### config.mk
export PLATFORM = sky130hd
export DESIGN_NAME = master_port_pin_mux
export DESIGN_NICKNAME = d
export VERILOG_FILES = /design/src/logic/master_port_pin_mux.v /design/src/logic/pin_sync3.v
export VERILOG_INCLUDE_DIRS = /design/src /design/src/include
export SDC_FILE = /design/constraint.sdc
export NUM_CORES = 1
export LEC_CHECK = 0
export BUFFER_PORTS_ARGS = -buffer_cell sky130_fd_sc_hd__clkbuf_2
export CORE_MARGIN = 1
export CORE_UTILIZATION = 50
export DETAILED_ROUTE_END_ITERATION = 10
export GPL_TIMING_DRIVEN = 0
export HOLD_SLACK_MARGIN = 0.08
export PLACE_DENSITY_LB_ADDON = 0.2
export SLEW_MARGIN = 20
export SYNTH_ARGS = -nofsm -noshare
export SYNTH_HDL_FRONTEND = slang
export SYNTH_SLANG_ARGS = --single-unit
export TNS_END_PERCENT = 50
### constraint.sdc
create_clock -name clk_in -period 6.05 [get_ports clk_in]
set_clock_uncertainty 0.1 [all_clocks]
set_input_delay 0.3025 -clock clk_in [delete_from_list [all_inputs] [get_ports clk_in]]
set_output_delay 0.3025 -clock clk_in [all_outputs]
set_load 0.01 [all_outputs]
### src/include/master_port_regs.vh
// constants for the master port pin multiplexer and frame scheduler
`ifndef MASTER_PORT_REGS_VH
`define MASTER_PORT_REGS_VH

// one-hot master port modes
`define MODE_NONE 3'h0
`define MODE_PARALLEL 3'h1
`define MODE_I2C 3'h2
`define MODE_SPI 3'h4

// master port pin indices
`define PIN_ZERO 0
`define PIN_ONE 1
`define PIN_TWO 2
`define PIN_THREE 3

// synchroniser lane layout: master pins 0..3, general pins 4..6
`define LANE_GEN_BASE 4
`define SYNC_LANES 7

// sync input selection bits
`define SEL_HSYNC 0
`define SEL_VSYNC 1

// general pin indices
`define GEN_ONE 1
`define GEN_TWO 2

// frame scheduler defaults
`define SLOTS_PER_FRAME 16
`define SLOT_CYCLES 64
`define HOUSEKEEPING_SLOTS 2
`define SLOT_IDX_W 8
`define SLOT_CNT_W 16

`endif

### src/logic/master_port_pin_mux.v
// master port pin multiplexer, general pins, sync inputs and slot scheduler
`timescale 1ns/1ps
`default_nettype none
`include "master_port_regs.vh"

// Overview of operation
// RULE1: renderer runs the master port in one mode: parallel, i2c or spi
// RULE2: pin zero is parallel output one, i2c data, or spi data out
// RULE3: pin one is parallel output two, i2c clock, or spi clock out
// RULE4: pin two is parallel output three, interrupt input low, or spi data in
// RULE5: pin three is parallel output four, unused in i2c, or spi select low
// RULE6: an i2c peripheral signals interrupt by pulling the interrupt line low
// RULE7: peripherals sharing the interrupt report over i2c whether they assert it
// RULE8: three general pins with host-configured direction and use
// RULE9: when selected, general pin one is hsync and pin two vsync input
// RULE10: hardware reset low puts all logic into reset, no clock needed
// RULE11: with hardware reset high the block runs normally
// RULE12: each frame splits into slots, each with a measurement or housekeeping task
// RULE13: unused pins stay inactive; mode changes only when no transfer runs
module master_port_pin_mux #(
   parameter SLOTS_PER_FRAME = `SLOTS_PER_FRAME,
   parameter SLOT_CYCLES = `SLOT_CYCLES,
   parameter HOUSEKEEPING_SLOTS = `HOUSEKEEPING_SLOTS
) (
   // clock and hardware reset
   input wire clk_in,
   input wire nrst_in,
   // mode control from the renderer
   input wire [2:0] mode_req_in,
   input wire transfer_busy_in,
   output reg [2:0] mode_out,
   // renderer parallel outputs
   input wire [3:0] parallel_output_in,
   // renderer i2c master
   input wire master_i2c_data_drive_low_in,
   input wire master_i2c_clock_drive_low_in,
   output reg master_i2c_data_line_out,
   output reg master_i2c_clock_line_out,
   output reg master_interrupt_low_out,
   // renderer spi master
   input wire master_spi_data_out_in,
   input wire master_spi_clock_out_in,
   input wire master_spi_select_low_in,
   output reg master_spi_data_in_out,
   // master port pins
   input wire [3:0] master_pin_in,
   output reg [3:0] master_pin_out,
   output reg [3:0] master_pin_oe_out,
   // general pins
   input wire [2:0] general_pin_dir_in,
   input wire [2:0] general_pin_wr_in,
   input wire [1:0] sync_select_in,
   input wire [2:0] general_pin_in,
   output reg [2:0] general_pin_out,
   output reg [2:0] general_pin_oe_out,
   output reg [2:0] general_pin_rd_out,
   output reg hsync_out,
   output reg vsync_out,
   // frame scheduler
   input wire acq_enable_in,
   output reg frame_start_out,
   output reg [`SLOT_IDX_W-1:0] slot_index_out,
   output reg slot_housekeeping_out
);

   wire [`SYNC_LANES-1:0] pin_level;
   reg [2:0] next_mode;
   reg [3:0] next_pin_out;
   reg [3:0] next_pin_oe;
   reg [2:0] next_gen_oe;
   reg [`SLOT_CNT_W-1:0] slot_cycle;

   // end points worked out at integer width, then cut to the counter widths on purpose;
   // a frame longer than the index counter can hold would wrap silently
   localparam integer SLOT_LAST_FULL = SLOT_CYCLES - 1;
   localparam integer FRAME_LAST_FULL = SLOTS_PER_FRAME - 1;
   localparam integer HK_FIRST_FULL = SLOTS_PER_FRAME - HOUSEKEEPING_SLOTS;
   localparam [`SLOT_CNT_W-1:0] SLOT_LAST = SLOT_LAST_FULL[`SLOT_CNT_W-1:0];
   localparam [`SLOT_IDX_W-1:0] FRAME_LAST = FRAME_LAST_FULL[`SLOT_IDX_W-1:0];
   localparam [`SLOT_IDX_W-1:0] HK_FIRST = HK_FIRST_FULL[`SLOT_IDX_W-1:0];

   function is_valid_mode;
      input [2:0] m;
      begin
         is_valid_mode = (m == `MODE_PARALLEL) || (m == `MODE_I2C) || (m == `MODE_SPI);
      end
   endfunction

   // one filter for all seven lanes: master pins low, general pins high;
   // a one-cycle glitch on a pin never reaches the outputs
   pin_sync3 #(
      .WIDTH(`SYNC_LANES)
   ) u_sync (
      .clk_in(clk_in),
      .nrst_in(nrst_in),
      .raw_in({general_pin_in, master_pin_in}),
      .level_out(pin_level)
   );

   // mode switch only between transfers, so no frame is cut mid-way
   always @* begin
      next_mode = mode_out;
      if (is_valid_mode(mode_req_in) && !transfer_busy_in) begin // see RULE13
         next_mode = mode_req_in; // see RULE1
      end
   end

   // pin steering; i2c lines are open drain, only ever driven low
   always @* begin
      next_pin_out = 4'h0;
      next_pin_oe = 4'h0;
      case (mode_out)
         `MODE_PARALLEL: begin
            next_pin_out = parallel_output_in; // see RULE2 see RULE3 see RULE4 see RULE5
            next_pin_oe = 4'hF;
         end
         `MODE_I2C: begin
            next_pin_oe[`PIN_ZERO] = master_i2c_data_drive_low_in; // see RULE2
            next_pin_oe[`PIN_ONE] = master_i2c_clock_drive_low_in; // see RULE3
            // pins two (interrupt input) and three (unused) stay released  see RULE4 see RULE5
         end
         `MODE_SPI: begin
            next_pin_out[`PIN_ZERO] = master_spi_data_out_in; // see RULE2
            next_pin_out[`PIN_ONE] = master_spi_clock_out_in; // see RULE3
            next_pin_out[`PIN_THREE] = master_spi_select_low_in; // see RULE5
            next_pin_oe[`PIN_ZERO] = 1'b1;
            next_pin_oe[`PIN_ONE] = 1'b1;
            next_pin_oe[`PIN_THREE] = 1'b1;
         end
         default: begin
            next_pin_out = 4'h0; // see RULE13
            next_pin_oe = 4'h0;
         end
      endcase
   end

   // a general pin used as sync input is not driven from the first clock edge after it is selected
   always @* begin
      next_gen_oe = general_pin_dir_in; // see RULE8
      if (sync_select_in[`SEL_HSYNC]) begin
         next_gen_oe[`GEN_ONE] = 1'b0; // see RULE9
      end
      if (sync_select_in[`SEL_VSYNC]) begin
         next_gen_oe[`GEN_TWO] = 1'b0; // see RULE9
      end
   end

   // all state resets asynchronously on reset low  see RULE10 see RULE11
   always @(posedge clk_in or negedge nrst_in) begin
      if (!nrst_in) begin
         mode_out <= `MODE_NONE;
         master_pin_out <= 4'h0;
         master_pin_oe_out <= 4'h0;
         // line outputs idle high, as their pulled-up pins would read
         master_i2c_data_line_out <= 1'b1;
         master_i2c_clock_line_out <= 1'b1;
         master_interrupt_low_out <= 1'b1;
         master_spi_data_in_out <= 1'b0;
         general_pin_out <= 3'h0;
         general_pin_oe_out <= 3'h0;
         general_pin_rd_out <= 3'h0;
         hsync_out <= 1'b0;
         vsync_out <= 1'b0;
      end else begin
         // pins follow one cycle after mode_out, so a new mode never glitches old pins
         mode_out <= next_mode;
         master_pin_out <= next_pin_out;
         master_pin_oe_out <= next_pin_oe;
         if (mode_out == `MODE_I2C) begin
            master_i2c_data_line_out <= pin_level[`PIN_ZERO];
            master_i2c_clock_line_out <= pin_level[`PIN_ONE];
            // interrupt is level: renderer polls peripherals to find the source  see RULE6 see RULE7
            master_interrupt_low_out <= pin_level[`PIN_TWO]; // see RULE4
         end else begin
            master_i2c_data_line_out <= 1'b1;
            master_i2c_clock_line_out <= 1'b1;
            master_interrupt_low_out <= 1'b1;
         end
         if (mode_out == `MODE_SPI) begin
            master_spi_data_in_out <= pin_level[`PIN_TWO]; // see RULE4
         end else begin
            master_spi_data_in_out <= 1'b0;
         end
         general_pin_out <= general_pin_wr_in; // see RULE8
         general_pin_oe_out <= next_gen_oe;
         general_pin_rd_out <= pin_level[`LANE_GEN_BASE +: 3];
         hsync_out <= sync_select_in[`SEL_HSYNC] & pin_level[`LANE_GEN_BASE + `GEN_ONE];
         vsync_out <= sync_select_in[`SEL_VSYNC] & pin_level[`LANE_GEN_BASE + `GEN_TWO];
      end
   end

   // frame scheduler: last slots of each frame are housekeeping
   always @(posedge clk_in or negedge nrst_in) begin
      if (!nrst_in) begin
         slot_cycle <= {`SLOT_CNT_W{1'b0}};
         slot_index_out <= {`SLOT_IDX_W{1'b0}};
         frame_start_out <= 1'b0;
         slot_housekeeping_out <= 1'b0;
      end else if (!acq_enable_in) begin
         slot_cycle <= {`SLOT_CNT_W{1'b0}};
         slot_index_out <= {`SLOT_IDX_W{1'b0}};
         frame_start_out <= 1'b0;
         slot_housekeeping_out <= 1'b0;
      end else begin
         frame_start_out <= 1'b0;
         if (slot_cycle == SLOT_LAST) begin
            slot_cycle <= {`SLOT_CNT_W{1'b0}};
            if (slot_index_out == FRAME_LAST) begin
               slot_index_out <= {`SLOT_IDX_W{1'b0}}; // see RULE12
               frame_start_out <= 1'b1;
               slot_housekeeping_out <= 1'b0;
            end else begin
               // housekeeping level moves with the index, so both read as one
               slot_index_out <= slot_index_out + 1'b1;
               slot_housekeeping_out <= (slot_index_out + 1'b1) >= HK_FIRST; // see RULE12
            end
         end else begin
            slot_cycle <= slot_cycle + 1'b1;
         end
      end
   end

endmodule // master_port_pin_mux

`default_nettype wire

### src/logic/pin_sync3.v
// three-stage pin input synchroniser with agreement filter
`timescale 1ns/1ps
`default_nettype none

module pin_sync3 #(
   parameter WIDTH = 1
) (
   // clock and reset
   input wire clk_in,
   input wire nrst_in,
   // raw and filtered levels
   input wire [WIDTH-1:0] raw_in,
   output reg [WIDTH-1:0] level_out
);

   reg [WIDTH-1:0] stage1;
   reg [WIDTH-1:0] stage2;
   reg [WIDTH-1:0] stage3;

   // stage1 feeds only stage2; pull-ups make idle level high
   always @(posedge clk_in or negedge nrst_in) begin
      if (!nrst_in) begin
         stage1 <= {WIDTH{1'b1}};
         stage2 <= {WIDTH{1'b1}};
         stage3 <= {WIDTH{1'b1}};
         level_out <= {WIDTH{1'b1}};
      end else begin
         stage1 <= raw_in;
         stage2 <= stage1;
         stage3 <= stage2;
         level_out <= (stage2 & stage3) | (level_out & (stage2 ^ stage3));
      end
   end

endmodule // pin_sync3

`default_nettype wire

==> results.toml <==
[detailed_routing]
vias = 2151
drt_wl_total_microns = 5380
routedWlPerCell_microns = 13.0
drc = 0
first_pass_iters = 4
ant_nets = 0
viasPerCell = 5.18
drtIter0Drc = 66

[yosys]
yosysMostFrequentCell = "dfrtp_1"
syn_nets = 284
ys.warnings.count = 0
syn_avg_cell_area_sq_um = 12.3
synth_seq_area_share = 0.645
netlist_area_sq_um = 3000
synth-edff-count = 0
synth_top_area_cell = "dfrtp_1"
synth_top_cell_area_share = 0.409
ys_top_cells_by_count = "dfrtp_1, dfstp_2, nor2_1"
syn_inst = 244
synthFlopType = "dfrtp_1"
synth_cell_type_count = 41
synth_area_leaders = "dfrtp_1, dfstp_2, ha_1, xor2_1, nor2_1"
synth_seq_cells = 76
ys_async_sr_fraction = 1.00

[global_routing]
gr-total-overflow = 0
grt_pass1_vias = 2201
grt_max_degree = 50
gr-usage-all-layers = 0.201
grt_pass1_wl_microns = 9490
antenna_found_initial = 0

[critical_path]
worstSetupPathType = "flip-flop to flip-flop"
worst_setup_path_start_kind = "flip-flop"
crit_required_ns = 6.17
path_max_fanout = 10
path_cells = "ha_1, and3_1, and3_1, clkbuf_1, nand3_1, buf_2, nand2_1, buf_2, nor2_1"
critPathSlowestCell = "dfrtp_1"
ff2ff_setup_slack_ns = 3.74
cp-end-kind = "flip-flop"
arrival_ns = 2.42
slowest_delay_ns = 0.39

[clock_tree]
cts_hold_buf = 17
tritoncts = "yes"
cts_setup_buffers = 0
clock_path_buffers = 2
cts-root-buf = "clkbuf_8"
cts_max_level = 3
cts_made_buffers = 9
worst_skew_pair.late_latency_ns = 0.33
clock-sinks = 76
clk_pin_slew_ns = 0.07
cts_resized = 0

[cells_and_area]
stdcell_count = 415
final_nets = 378
drive_above_1_share = 0.329
area_delta_synth_final_pct = 27.9
diodes = 0

[timing]
setup-violations-final = 0
fmax_ghz = 0.434
setup_tns_ns = 0
hold_violations = 0
tightest_slew_ns = 0.602
period_share = 0.381
rsz0062_at_grt = "false"
period_needed_ns = 2.31
relSlewSlack = 0.598
report.final.slew_viol_count = 0

[place]
portBuffers = 65
dp_hpwl_microns = 3700
dp_cells = 382
gp_congestion = 0.812

[floorplanning]
io_pins = 67
core.rowCount = 27
start_util = 0.532
core_sq_um = 5640
die_w_microns = 79.5
die-area_sq_um = 6320
die_h_microns = 79.5

[power]
powerDensity_nw_per_um2 = 282
ir_drop_mv = 0.209
power.leakage_nw = 1.87
power.total_w = 0.00108

[status]
outcome = "completed"

[job]
max-cap-violations = 0

[worst_hold_path]
hold_path.class = "input pin to flip-flop"
-- critical path, delay by kind of cell (launching register included) --
| kind | cells | cell delay (ns) |
|---|---|---|
| DFF | 1 | 0.39 |
| adders and majority gates | 1 | 0.20 |
| and+or+nand+nor | 5 | 0.79 |
| buffers and inverters | 3 | 0.71 |
-- final timing paths --
kind                                        from                   endpoint  depth (start not counted)
max in group asynchronous                nrst_in  master_i2c_clock_line_out                          3
min                        general_pin_dir_in[1]      general_pin_oe_out[1]                          2
min in group asynchronous                nrst_in         general_pin_out[0]                          2
max                                slot_cycle[0]              slot_cycle[9]                          9
min reg2reg                     u_sync.stage1[4]           u_sync.stage2[4]                          0
max reg2reg                        slot_cycle[0]              slot_cycle[9]                          9
-- sequential cells by signal, summed over array words and instances (netlist names), 3 cells and up --
name and cells:
slot_cycle 16, slot_index_out 8, u_sync.level_out 6, u_sync.stage1 6, u_sync.stage2 6, u_sync.stage3 6, master_pin_oe_out 4, master_pin_out 4
general_pin_oe_out 3, general_pin_out 3, general_pin_rd_out 3, mode_out 3
-- per-stage QoR --
stage                     utilization  area (sq um)  setup slack [ns]  hold slack, ns
after floorplan                     -          3000              3.98         -0.0931
after global placement          0.606          3420              3.61           0.246
after detailed placement        0.611          3450              3.60           0.194
after CTS                       0.680          3830              3.60          0.0869
after global routing            0.681          3840              3.50           0.100
final                           0.681          3840              3.74           0.111
-- layout by cell type (no fill, tap or decap), types with 5 or more instances in the layout --
| cell type | instances |
|---|---|
| nor2b_1 | 5 |
| xor2_1 | 10 |
| clkbuf_2 | 64 |
| inv_1 | 6 |
| clkbuf_8 | 10 |
| nand2b_1 | 5 |
| and3_1 | 8 |
| dfrtp_1 | 49 |
| nand3_1 | 9 |
| dfstp_2 | 27 |
| dlygate4sd3_1 | 17 |
| nand2_1 | 16 |
| a21o_1 | 8 |
| ha_1 | 9 |
| nor2_1 | 22 |
| o21ai_0 | 8 |
| xnor2_1 | 7 |
-- report_power, final --
part	total (W)	leakage [nW]	internal [W]	switching, W
registers	0.000569	0.936	0.000551	0.0000181
logic	0.000106	0.824	0.0000509	0.0000555
clock network	0.000409	0.113	0.000241	0.000167
total	0.00108	1.87	0.000844	0.000241
-- cells by family (layout without fill, tap and decap cells) --
logic type               after synthesis  after routing  synth area share
multiplexers                           1              1           0.00333
adder cells (fa/ha/maj)                9              9            0.0375
XOR/XNOR                              17             17            0.0496
buffers and inverters                 12            111            0.0163
AND/OR/NAND/NOR                       90             90             0.156
flip-flops                            76             76             0.645
AO/OA/AOI/OAI                         39             39            0.0921
-- per-layer routing --
layer	share of wire	GRT usage
met1	0.42	0.215
met2	0.52	0.351
met5	0	0
met3	0.045	0.0674
met4	0.020	0.0982
-- layout make-up --
cell class	instances	area [sq um]
Tap cell	72	90.1
Inverter	6	22.5
Clock inverter	5	75.1
Clock buffer	11	141
Multi-Input combinational cell	156	1020
Fill cell	416	1800
Timing Repair Buffer	83	526
Sequential cell	76	1940
Buffer	6	26.3
No activity file was read; power rests on OpenSTA's default activity.
